<file path="config.mk">
export PLATFORM = sky130hd
export DESIGN_NAME = osd_vsync_irq
export DESIGN_NICKNAME = d
export VERILOG_FILES = /design/src/rtl/osd_vsync_pkg.sv /design/src/rtl/vsync_edge.sv /design/src/rtl/osd_vsync_irq.sv
export SDC_FILE = /design/constraint.sdc
export NUM_CORES = 1
export LEC_CHECK = 0
export ABC_AREA = 1
export BUFFER_PORTS_ARGS = -buffer_cell sky130_fd_sc_hd__buf_2
export CAP_MARGIN = 0
export CORE_ASPECT_RATIO = 0.7
export CORE_UTILIZATION = 30
export CTS_CLUSTER_SIZE = 30
export DETAILED_ROUTE_END_ITERATION = 10
export PLACE_DENSITY = 0.48
export SETUP_SLACK_MARGIN = 0.5
export SYNTH_ARGS = -nofsm -noshare
export SYNTH_HDL_FRONTEND = slang
export SYNTH_SLANG_ARGS = --single-unit
</file>
<file path="constraint.sdc">
create_clock -name clk -period 2 [get_ports clk]
set_clock_uncertainty 0.2 [all_clocks]
set_input_delay 0.2 -clock clk [delete_from_list [all_inputs] [get_ports clk]]
set_output_delay 0.2 -clock clk [all_outputs]
set_load 0.01 [all_outputs]
</file>
<file path="src/rtl/osd_vsync_pkg.sv">
// Constants for the display vsync interrupt source and its register map
package osd_vsync_pkg;

	// ----------------------------------------------------------------
	// Register indices (byte address is four times the index)
	// ----------------------------------------------------------------
	localparam logic [15:0] IDX_CLAMP  = 16'h3fd1;
	localparam logic [15:0] IDX_DOT    = 16'h3fd2;
	localparam logic [15:0] IDX_DISP1  = 16'h3fc8;
	localparam logic [15:0] IDX_DISP3  = 16'h3fb9;
	localparam logic [15:0] IDX_ICR    = 16'h3fe8;
	localparam logic [15:0] IDX_MEMORY_CONTROL_REGISTER = 16'h3fe9;
	localparam logic [15:0] IDX_PSW    = 16'h3fea;
	localparam logic [15:0] IDX_STAT   = 16'h3feb;
	localparam logic [15:0] IDX_MASK   = 16'h3fec;

	// ----------------------------------------------------------------
	// Field positions
	// ----------------------------------------------------------------
	localparam int CLAMP_BIT   = 3;
	localparam int SYNMODE_BIT = 4;
	localparam int EXTSEL_BIT  = 5;
	localparam int CLKSEL_LSB  = 0;
	localparam int AUTO_BIT    = 0;
	localparam int ACTEXT_BIT  = 1;
	localparam int VERTICAL_MASK_ENABLE_BIT   = 7;
	localparam int LVL_LSB     = 6;
	localparam int IE_BIT      = 1;
	localparam int IR_BIT      = 0;
	localparam int FWE_BIT     = 2;
	localparam int MIE_BIT     = 6;
	localparam int IM_LSB      = 4;
	localparam int ST_EDGE     = 0;
	localparam int ST_ACK      = 1;

	// ----------------------------------------------------------------
	// Reset values and codes
	// ----------------------------------------------------------------
	localparam logic [7:0]  BYTE_RST   = 8'h00;
	localparam logic [1:0]  LVL_OFF    = 2'h3;
	localparam logic [19:0] VSYNC_VEC  = 20'h04074;

	typedef enum logic [1:0] {
		CLK_OSC  = 2'b00,
		CLK_X4   = 2'b01,
		CLK_OSC2 = 2'b10,
		CLK_BAD  = 2'b11
	} clk_sel_e;

	typedef enum logic [1:0] {
		SRC_INT   = 2'b00,
		SRC_SEP   = 2'b01,
		SRC_HSYNC = 2'b10
	} src_e;

endpackage

</file>
<file path="src/rtl/vsync_edge.sv">
// Optional pin synchroniser with glitch filter and rising edge pulse
`timescale 1ns/1ps
module vsync_edge #(
	parameter bit SYNC = 1'b1
) (
	input  wire logic clk,
	input  wire logic rst,
	input  wire logic sig_in,
	output logic      rise
);
	logic stable_q;
	logic rise_q;

	assign rise = rise_q;

	generate
		if (SYNC)
		begin : g_pin
			logic s1_q;
			logic s2_q;
			logic s3_q;
			always_ff @(posedge clk)
			begin
				s1_q <= sig_in;
				s2_q <= s1_q;
				s3_q <= s2_q;
			end
			// A level counts only once the last two stages agree
			always_ff @(posedge clk)
			begin
				if (rst)
				begin
					stable_q <= 1'b0;
					rise_q   <= 1'b0;
				end
				else
				begin
					if (s2_q == s3_q)
						stable_q <= s3_q;
					rise_q <= (s2_q == s3_q) && s3_q && !stable_q;
				end
			end
		end
		else
		begin : g_logic
			always_ff @(posedge clk)
			begin
				if (rst)
				begin
					stable_q <= 1'b0;
					rise_q   <= 1'b0;
				end
				else
				begin
					stable_q <= sig_in;
					rise_q   <= sig_in && !stable_q;
				end
			end
		end
	endgenerate
endmodule

</file>
<file path="src/rtl/osd_vsync_irq.sv">
// Display vsync interrupt source, request logic and AHB-Lite register slave
`timescale 1ns/1ps
// What this block does
// Maskable source, vector 04074, levels 0-2
// Internal mode: request on generator vsync rise
// External mode: request on separated video vsync
// Clock select 00/01/10; 11 refused
// Clamp bit 3 picks digital or sliced
// Display control one bit 4: sync mode
// Display control three bit 0: auto change
// Bit 5 picks separator or hsync pin
// Dot control bit 7 enables vsync masking
// Display vsync kept apart from servo vsync
// Status mask bits gate accepted request levels
// Control bits 7:6 level; 11 disables
// Control bit 1 enables the source
// Flag set on request, cleared on accept
// Flag writes need memory control bit 2
// Software leaves flag alone after setup
// Init: save, mask, clear, enable, restore
// Request shown only when flag, enable, accepted
// Pin inputs synchronised (generator vsync is not), one flag per rise
module osd_vsync_irq (
	input  wire logic        clk,
	input  wire logic        rst,
	input  wire logic        hsel,
	input  wire logic [31:0] haddr,
	input  wire logic [1:0]  htrans,
	input  wire logic        hwrite,
	input  wire logic [2:0]  hsize,
	input  wire logic [31:0] hwdata,
	input  wire logic        hready,
	output logic             hreadyout,
	output logic             hresp,
	output logic [31:0]      hrdata,
	input  wire logic        tv_sync_vsync,
	input  wire logic        composite_video_vsync,
	input  wire logic        hsync_pin,
	input  wire logic        ext_sync_present,
	input  wire logic        vsync_mask_window,
	input  wire logic        int_ack,
	output logic             cpu_irq,
	output logic [19:0]      irq_vector,
	output logic [1:0]       clk_sel,
	output logic             clamp_power_on,
	output logic             irq
);
	// ----------------------------------------------------------------
	// Registers
	// ----------------------------------------------------------------
	logic [7:0]  clamp_q;
	logic [7:0]  dot_q;
	logic [7:0]  disp1_q;
	logic [7:0]  disp3_q;
	logic [7:0]  icr_q;
	logic        flag_q;
	logic [7:0]  memory_control_register_q;
	logic [7:0]  psw_q;
	logic [1:0]  stat_q;
	logic [1:0]  mask_q;
	logic        cpu_irq_q;
	logic        irq_q;
	logic [31:0] hrdata_q;
	logic        wr_pend_q;
	logic        wr_hit_q;
	logic [15:0] wr_idx_q;
	logic        ext_mode;

	// ----------------------------------------------------------------
	// AHB-Lite slave
	// ----------------------------------------------------------------
	// Zero wait states: read data is fetched in the address phase, so
	// a read right after a write to the same register needs an idle cycle
	logic        bus_acc;
	logic        addr_ok;
	logic [15:0] addr_idx;
	logic [7:0]  rd_byte;
	logic        wr_en;
	logic [7:0]  wbyte;

	assign bus_acc  = hsel && htrans[1] && hready;
	assign addr_idx = haddr[17:2];
	assign addr_ok  = (haddr[31:18] == 14'h0000) && (haddr[1:0] == 2'b00);
	assign wr_en    = wr_pend_q && wr_hit_q;
	assign wbyte    = hwdata[7:0];

	always_ff @(posedge clk)
	begin
		if (rst)
		begin
			wr_pend_q <= 1'b0;
			wr_hit_q  <= 1'b0;
			wr_idx_q  <= 16'h0000;
		end
		else if (hready)
		begin
			wr_pend_q <= bus_acc && hwrite;
			wr_hit_q  <= addr_ok;
			wr_idx_q  <= addr_idx;
		end
	end

	always_comb
	begin
		rd_byte = 8'h00;
		if (addr_ok)
		begin
			unique case (addr_idx)
				osd_vsync_pkg::IDX_CLAMP:  rd_byte = clamp_q;
				osd_vsync_pkg::IDX_DOT:    rd_byte = dot_q;
				osd_vsync_pkg::IDX_DISP1:  rd_byte = disp1_q;
				osd_vsync_pkg::IDX_DISP3:
				begin
					rd_byte = disp3_q;
					rd_byte[osd_vsync_pkg::ACTEXT_BIT] = ext_mode;
				end
				osd_vsync_pkg::IDX_ICR:
				begin
					rd_byte = icr_q;
					rd_byte[osd_vsync_pkg::IR_BIT] = flag_q;
				end
				osd_vsync_pkg::IDX_MEMORY_CONTROL_REGISTER: rd_byte = memory_control_register_q;
				osd_vsync_pkg::IDX_PSW:    rd_byte = psw_q;
				osd_vsync_pkg::IDX_STAT:   rd_byte = {6'h00, stat_q};
				osd_vsync_pkg::IDX_MASK:   rd_byte = {6'h00, mask_q};
				default:                   rd_byte = 8'h00;
			endcase
		end
	end

	always_ff @(posedge clk)
	begin
		if (rst)
			hrdata_q <= 32'h00000000;
		else if (bus_acc && !hwrite)
			hrdata_q <= {24'h000000, rd_byte};
		else if (hready)
			hrdata_q <= 32'h00000000;
	end

	assign hrdata    = hrdata_q;
	assign hreadyout = 1'b1;
	assign hresp     = 1'b0;

	// ----------------------------------------------------------------
	// Configuration registers
	// ----------------------------------------------------------------
	always_ff @(posedge clk)
	begin
		if (rst)
		begin
			clamp_q  <= osd_vsync_pkg::BYTE_RST;
			dot_q    <= osd_vsync_pkg::BYTE_RST;
			disp3_q  <= osd_vsync_pkg::BYTE_RST;
			memory_control_register_q <= osd_vsync_pkg::BYTE_RST;
			psw_q    <= osd_vsync_pkg::BYTE_RST;
			mask_q   <= 2'b00;
		end
		else if (wr_en)
		begin
			unique case (wr_idx_q)
				osd_vsync_pkg::IDX_CLAMP:  clamp_q <= wbyte;
				osd_vsync_pkg::IDX_DOT:    dot_q <= wbyte;
				osd_vsync_pkg::IDX_DISP3:  disp3_q <= wbyte;
				osd_vsync_pkg::IDX_MEMORY_CONTROL_REGISTER: memory_control_register_q <= wbyte;
				osd_vsync_pkg::IDX_PSW:    psw_q <= wbyte;
				osd_vsync_pkg::IDX_MASK:   mask_q <= wbyte[1:0];
				default:                   mask_q <= mask_q;
			endcase
		end
	end

	// The forbidden clock code is dropped; the old selection stays
	always_ff @(posedge clk)
	begin
		if (rst)
			disp1_q <= osd_vsync_pkg::BYTE_RST;
		else if (wr_en && wr_idx_q == osd_vsync_pkg::IDX_DISP1)
		begin
			disp1_q[7:2] <= wbyte[7:2];
			if (wbyte[1:0] != osd_vsync_pkg::CLK_BAD)
				disp1_q[1:0] <= wbyte[1:0];
		end
	end

	assign clk_sel        = disp1_q[osd_vsync_pkg::CLKSEL_LSB +: 2];
	assign clamp_power_on = clamp_q[osd_vsync_pkg::CLAMP_BIT];
	assign irq_vector     = osd_vsync_pkg::VSYNC_VEC;

	// ----------------------------------------------------------------
	// Vsync source selection
	// ----------------------------------------------------------------
	// Only the display vsync enters; the servo vsync has its own path
	logic int_rise;
	logic sep_rise;
	logic hs_rise;
	logic mask_gate;
	logic src_rise;
	logic edge_ev;
	osd_vsync_pkg::src_e src;

	vsync_edge #(.SYNC(1'b0)) u_int_edge (
		.clk    (clk),
		.rst    (rst),
		.sig_in (tv_sync_vsync),
		.rise   (int_rise)
	);

	vsync_edge #(.SYNC(1'b1)) u_sep_edge (
		.clk    (clk),
		.rst    (rst),
		.sig_in (composite_video_vsync),
		.rise   (sep_rise)
	);

	vsync_edge #(.SYNC(1'b1)) u_hs_edge (
		.clk    (clk),
		.rst    (rst),
		.sig_in (hsync_pin),
		.rise   (hs_rise)
	);

	// Auto change follows sync presence instead of the mode bit
	assign ext_mode = disp3_q[osd_vsync_pkg::AUTO_BIT] ? ext_sync_present
		: disp1_q[osd_vsync_pkg::SYNMODE_BIT];

	always_comb
	begin
		if (!ext_mode)
			src = osd_vsync_pkg::SRC_INT;
		else if (disp1_q[osd_vsync_pkg::EXTSEL_BIT])
			src = osd_vsync_pkg::SRC_HSYNC;
		else
			src = osd_vsync_pkg::SRC_SEP;
	end

	// Edges are picked after detection so a source switch makes no edge
	always_comb
	begin
		unique case (src)
			osd_vsync_pkg::SRC_INT:   src_rise = int_rise;
			osd_vsync_pkg::SRC_SEP:   src_rise = sep_rise;
			osd_vsync_pkg::SRC_HSYNC: src_rise = hs_rise;
			default:                  src_rise = 1'b0;
		endcase
	end

	assign mask_gate = dot_q[osd_vsync_pkg::VERTICAL_MASK_ENABLE_BIT] && vsync_mask_window;
	assign edge_ev   = src_rise && !mask_gate;

	// ----------------------------------------------------------------
	// Request flag and acceptance
	// ----------------------------------------------------------------
	logic       icr_wr;
	logic       flag_we;
	logic [1:0] lvl;
	logic [1:0] im;
	logic       accepted;

	assign icr_wr  = wr_en && (wr_idx_q == osd_vsync_pkg::IDX_ICR);
	assign flag_we = memory_control_register_q[osd_vsync_pkg::FWE_BIT];
	assign lvl     = icr_q[osd_vsync_pkg::LVL_LSB +: 2];
	assign im      = psw_q[osd_vsync_pkg::IM_LSB +: 2];
	assign accepted = psw_q[osd_vsync_pkg::MIE_BIT]
		&& (lvl != osd_vsync_pkg::LVL_OFF) && (lvl < im);

	always_ff @(posedge clk)
	begin
		if (rst)
			icr_q <= osd_vsync_pkg::BYTE_RST;
		else if (icr_wr)
			icr_q <= {wbyte[7:1], 1'b0};
	end

	// A new edge beats an acceptance or a software clear in the same cycle
	always_ff @(posedge clk)
	begin
		if (rst)
			flag_q <= 1'b0;
		else if (edge_ev)
			flag_q <= 1'b1;
		else if (int_ack)
			flag_q <= 1'b0;
		else if (icr_wr && flag_we)
			flag_q <= wbyte[osd_vsync_pkg::IR_BIT];
	end

	always_ff @(posedge clk)
	begin
		if (rst)
			cpu_irq_q <= 1'b0;
		else
			cpu_irq_q <= flag_q && icr_q[osd_vsync_pkg::IE_BIT] && accepted;
	end

	assign cpu_irq = cpu_irq_q;

	// ----------------------------------------------------------------
	// Event status and system interrupt
	// ----------------------------------------------------------------
	logic [1:0] stat_set;
	logic [1:0] stat_clr;

	assign stat_set = {int_ack, edge_ev};
	assign stat_clr = (wr_en && wr_idx_q == osd_vsync_pkg::IDX_STAT) ? wbyte[1:0] : 2'b00;

	always_ff @(posedge clk)
	begin
		if (rst)
			stat_q <= 2'b00;
		else
			stat_q <= (stat_q & ~stat_clr) | stat_set;
	end

	always_ff @(posedge clk)
	begin
		if (rst)
			irq_q <= 1'b0;
		else
			irq_q <= |(stat_q & mask_q);
	end

	assign irq = irq_q;
endmodule

</file>
## After elaboration in Yosys (flattened, before gate mapping)

Index checks and enable logic that the tools add are counted.

| cells by class | value |
|---|---|
| magnitude comparators | 1 |
| $add $sub $neg | 0 |
| div/mod/pow operators | 0 |
| reduce and logical (&&, ||, !) cells | 39 |
| multipliers | 0 |
| mux-type cells | 12 |
| shifts and indexed selects | 0 |
| equal/unequal tests | 24 |
| bitwise logic cells | 4 |

Operator list:

| operator | count |
|---|---|
| $eq A16 B14 Y1 const B | 18 |
| $pmux W8 S9 | 1 |
| $mux W8 | 3 |
| $logic_and A1 B1 Y1 | 21 |
| $logic_not A14 Y1 | 1 |
| $reduce_and A2 Y1 | 7 |
| $mux W2 | 3 |
| $logic_not A1 Y1 | 5 |
| $and A2 B2 Y2 | 2 |
| $logic_not A2 Y1 | 2 |
| $mux W1 | 4 |
| $ne A2 B2 Y1 const B | 2 |
| $pmux W1 S3 | 1 |
| $reduce_bool A3 Y1 | 1 |
| $eq A1 B1 Y1 | 2 |
| $eq A2 B1 Y1 const B | 1 |
| $eq A2 B2 Y1 const B | 1 |
| $lt A2 B2 Y1 | 1 |
| $not A2 Y2 | 1 |
| $or A2 B2 Y2 | 1 |
| $reduce_bool A2 Y1 | 1 |
| $reduce_or A2 Y1 | 1 |

| storage, ports and cells | value |
|---|---|
| memory bits (read-only) | 0 |
| logic and storage cells | 109 |
| input port bits | 80 |
| bits in registers | 100 |
| output and inout port bits | 59 |
| memories kept | 0 |
| bits in writable memories | 0 |
| bits in latches | 0 |

## Longest topological paths before layout

| logic depth | value |
|---|---|
| depth in word-level cells | 6 |
| mapped depth | 11 |
| gate-level depth less buffers | 10 |

## By module

A second synthesis with hierarchy kept.

| second synthesis, totals | value |
|---|---|
| cell total of the unflattened synthesis | 687 |
| area total of the unflattened synthesis | 5073.6 µm² |

Modules (own cells, without submodules):

| module | sequential area each (µm²) | area an instance (µm²) | instances | cells an instance |
|---|---|---|---|---|
| osd_vsync_irq | 1741.7 | 4723.3 | 1 | 653 |
| vsync_edge at u_hs_edge ... | 100.1 | 145.1 | 2 | 14 |
| vsync_edge at u_int_edge | 40.0 | 60.1 | 1 | 6 |

## Worst setup path before layout

OpenSTA, ideal clock, no wires.

| timing | value |
|---|---|
| kind | register to register |
| start | reg wr_idx_q[14] |
| end | reg disp3_q[5] |
| library setup time | 117 ps |
| arrival time | 1335 ps |
| data required time | 1683 ps |
| clock period less this slack | 1652 ps |
| setup slack | 348 ps |
| stages on the path, launching flop included | 9 |
| path buffers | 1 |
| cells stage by stage | dfxtp_1 > nor2_1 > nand3_2 > nor2_4 > inv_1 > or3_4 > buf_6 > o21ai_1 > a21oi_1 |

| between the ends | value |
|---|---|
| longest elaborated chain between the ends | 2 |

Ends and longest elaborated chain:

| item | line | text |
|---|---|---|
| start, declared | osd_vsync_irq.sv:66 | `logic [15:0] wr_idx_q;` |
| start signal, assigned | osd_vsync_irq.sv:99 | `wr_idx_q <= addr_idx;` |
| $eq A16 B14 Y1 | osd_vsync_irq.sv:161 | `unique case (wr_idx_q)` |
| $reduce_and A2 Y1 (no line) | - |  |
| end signal, assigned | osd_vsync_irq.sv:154 | `disp3_q <= osd_vsync_pkg::BYTE_RST;` |
| end signal, assigned | osd_vsync_irq.sv:164 | `osd_vsync_pkg::IDX_DISP3: disp3_q <= wbyte;` |
| end, declared | osd_vsync_irq.sv:54 | `logic [7:0] disp3_q;` |

Every way passes these cells.
A chain may end at the register's enable or synchronous reset.

## Final worst setup path

| timing | value |
|---|---|
| start | reg wr_idx_q[6] |
| end | reg psw_q[6] |

| between the ends | value |
|---|---|
| longest elaborated chain between the ends | 2 |

Ends and longest elaborated chain:

| item | line | text |
|---|---|---|
| $eq A16 B14 Y1 | osd_vsync_irq.sv:161 |  |
| $reduce_and A2 Y1 (no line) | - |  |
| end signal, assigned | osd_vsync_irq.sv:156 | `psw_q <= osd_vsync_pkg::BYTE_RST;` |
| end signal, assigned | osd_vsync_irq.sv:166 | `osd_vsync_pkg::IDX_PSW: psw_q <= wbyte;` |
| end, declared | osd_vsync_irq.sv:58 | `logic [7:0] psw_q;` |

Every way passes these cells.

==> metrics.txt <==
vias in the first global route just over 4000; CTS max path bufs 2; Max Cap Viol 0; Fin. Hold Viols 0; setup TNS 0 ps; register area share after synthesis just over 40%; pre-CTS WS 96.9 ps; setup ws final 92.6 ps; commonest non-fill, non-tap cell in the layout dfxtp_1; CTS H-Tree Depth 3; fill count 1614; Area Growth Syn to Fin 34.9%; Critical-path top delay cell dfxtp_2; Die Span Y 108 um; Overflow after GRT 0; warnings from Yosys 0; Tmin final 1910 ps; Routed WL 14900 um; cells after synthesis 661; number of vias per cell 4.73; CP cell instances nand2_4 -> nor3_4 -> nand4_4 -> nor3_4 -> buf_12 -> buf_12 -> buf_6 -> a21oi_2; # setup viols final 0; Storage cell area 0.00199 mm^2; clock group share of total power 43.0%; WP buf/inv 3; initial antenna violation count 0; worst ir drop on vdd ~370 uV; required time of the critical path between 2000 and 2500 ps; Vias approximately 4700; WP data arrival 1950 ps; Starting Density about 31%; RePlAce Congestion 0.818; period utilization 95.4%; CP max stage delay approximately 360 ps; Synth Area per Inst around 7.3 um^2; Routed met2 length 6540 um; PwrDens 651 mW/mm^2; clock sinks between 90 and 100; P_int around 3.2 mW; FF+latch count, synth between 90 and 100; clock buffer count from CTS 9; part of the power in combinational logic 8.6%; chip width 153 um; Hold Path Class in2reg; Max Freq between 0.5 and 0.6 GHz; sw frac 25.1%; DRC Markers 0; leakage power of the design 2.65 nW; Final HPWL DP 9620 um; Top Metal Used met4; largest fanout on the critical path 8; CTS clk-pin slew, worst paths ~70 ps; NetSw 1.06 mW; pin count of the biggest net entering global routing 76; first-pass GRT wire length 22300 um; Cell variety after synth 30; Port Buffers 64; DRT iter0 DRCs 320; Worst-Skew Late Latency 350 ps; Multi-input gate area 0.00250 mm^2; Die ar. 0.0166 mm^2; CTS tree yes; met3 WL 902 um; Finished Core Util 41.6%; CP endpoint kind flop; WL/cell around 15 um; router iterations before antenna repair 4; leading cell types in the layout, fill and taps excluded 90 x dfxtp_1, 78 x inv_1, 73 x a21oi_1, 63 x buf_2, 57 x nor2_1; wl on met1 7360 um; IO Count between 100 and 150; Total Routing Usage GR 17.7%; unrepaired setup endpoints after global routing yes; CP Class reg2reg; crit-path leading delay family simple AND/OR/NAND/NOR gates; Flop pwr share around half; crit path launch type flop; clock root cell clkbuf_16; Post-DRT Antenna Nets 0; post-synthesis cell area 0.00481 mm^2; outcome completed; ant diodes 0; num rows 38; core area 0.0156 mm^2; final net count 862; Max Slew Vio Count 0; share of cells above drive strength 1 29.8%
==> synth_stat cells <==
| cell | instances | area share, % |
|---|---|---|
| o211a_1 | 1 | 0.21 |
| or3_4 | 1 | 0.23 |
| nor3_4 | 2 | 0.68 |
| inv_1 | 80 | 6.2 |
| nand2_2 | 5 | 0.65 |
| conb_1 | 2 | 0.16 |
| nand4_2 | 1 | 0.26 |
| a31oi_1 | 1 | 0.13 |
| inv_2 | 6 | 0.47 |
| nand4_1 | 9 | 1.2 |
| dfxtp_1 | 99 | 41 |
| a221oi_1 | 1 | 0.18 |
| nor4_1 | 4 | 0.52 |
| nand2_1 | 64 | 5.0 |
| nand3_1 | 49 | 5.1 |
| nor2_4 | 7 | 1.6 |
| buf_2 | 7 | 0.73 |
| nor3_1 | 5 | 0.52 |
| buf_6 | 3 | 0.70 |
| clkbuf_1 | 15 | 1.2 |
| a21oi_2 | 3 | 0.55 |
| ha_1 | 3 | 0.78 |
| a21oi_1 | 76 | 7.9 |
| buf_4 | 49 | 7.6 |
| nor2_1 | 67 | 5.2 |
| o21ai_0 | 86 | 8.9 |
| nor2_2 | 6 | 0.78 |
| o21ai_1 | 5 | 0.52 |
| o21ai_2 | 3 | 0.55 |
| nand3_2 | 1 | 0.21 |
==> cell families (layout without fill, tap and decap cells) <==
| logic type | Yosys count | count (layout) | share of synthesized area (%) |
|---|---|---|---|
| AO/OA/AOI/OAI | 176 | 176 | 19.0 |
| adder cells (fa/ha/maj) | 3 | 3 | 0.780 |
| buffers and inverters | 160 | 238 | 16.9 |
| flip-flops | 99 | 99 | 41.2 |
| other | 2 | 46 | 0.156 |
| AND/OR/NAND/NOR | 221 | 222 | 22.0 |
==> what timing repair did <==
action,4_1_cts,5_1_grt
pin swaps,6,37
resized for setup,40,98
hold buffers,28,0
setup endpoints to repair,62,67
hold endpoints to repair,31,0
gates cloned,4,2
buffers inserted,5,20
==> registers in the layout, indices dropped and copies added (netlist names), 2 cells and up <==
name,cells
wr_idx_q,16
icr_q,7
psw_q,8
memory_control_register_q,8
clamp_q,8
mask_q,2
hrdata,8
dot_q,8
disp3_q,7
stat_q,2
disp1_q,8
==> area by class of cell <==
class | instances | area share, %
well taps | 200 | 3.86
inverters | 86 | 4.97
clock inverters | 6 | 1.08
clock buffers | 10 | 3.68
multi-input cells | 447 | 38.5
flip-flops and latches | 99 | 30.7
repair buffers | 136 | 17.2
==> power groups by stage <==
stage | combinational, mW | sequential, mW | clock, mW
2_1_floorplan | 0.245 | 2.08 | 0
3_3_place_gp | 0.283 | 2.08 | 0
3_5_place_dp | 0.289 | 2.09 | 0
4_1_cts | 0.340 | 2.04 | 1.86
5_1_grt | 0.402 | 2.05 | 1.94
6_report | 0.363 | 2.04 | 1.82
==> path summary, 6_finish.rpt <==
check	from	end	slack, ps	cells after the start
max	wr_idx_q[6]$_SDFFE_PP0P_	psw_q[6]$_SDFFE_PP0P_	90	8
min	hwdata[1]	dot_q[1]$_SDFFE_PP0P_	20	3
max reg2reg	wr_idx_q[6]$_SDFFE_PP0P_	psw_q[6]$_SDFFE_PP0P_	90	8
min reg2reg	u_sep_edge.g_pin.s1_q$_DFF_P_	u_sep_edge.g_pin.s2_q$_DFF_P_	130	0
==> worst register-to-register path, delay by kind of cell (launching register included) <==
family                 cells  cell delay (ps)
AND/OR/NAND/NOR            4              810
flip-flops                 1              360
buffers and inverters      3              410
AO/OA/AOI/OAI              1               40
==> stage by stage <==
| stage | power (mW) | std cells | cell area, um^2 | hold WS (ps) |
|---|---|---|---|---|
| CTS | 4.24 | 962 | 6000 | 4.86 |
| floorplan | 2.32 | 705 | 5010 | 27.7 |
| global route | 4.39 | 984 | 6490 | 17.2 |
| detailed placement | 2.37 | 909 | 5220 | 106 |
| global placement | 2.37 | 909 | 5220 | 106 |
| finish | 4.22 | 984 | 6490 | 18.0 |
==> layer usage <==
layer	global-route usage (%)	up-vias
met1	24.8	2184
li1	-	2317
met2	27.4	142
met4	4.29	0
met5	0	-
met3	3.93	14
Power figures use the tool's default switching activity.
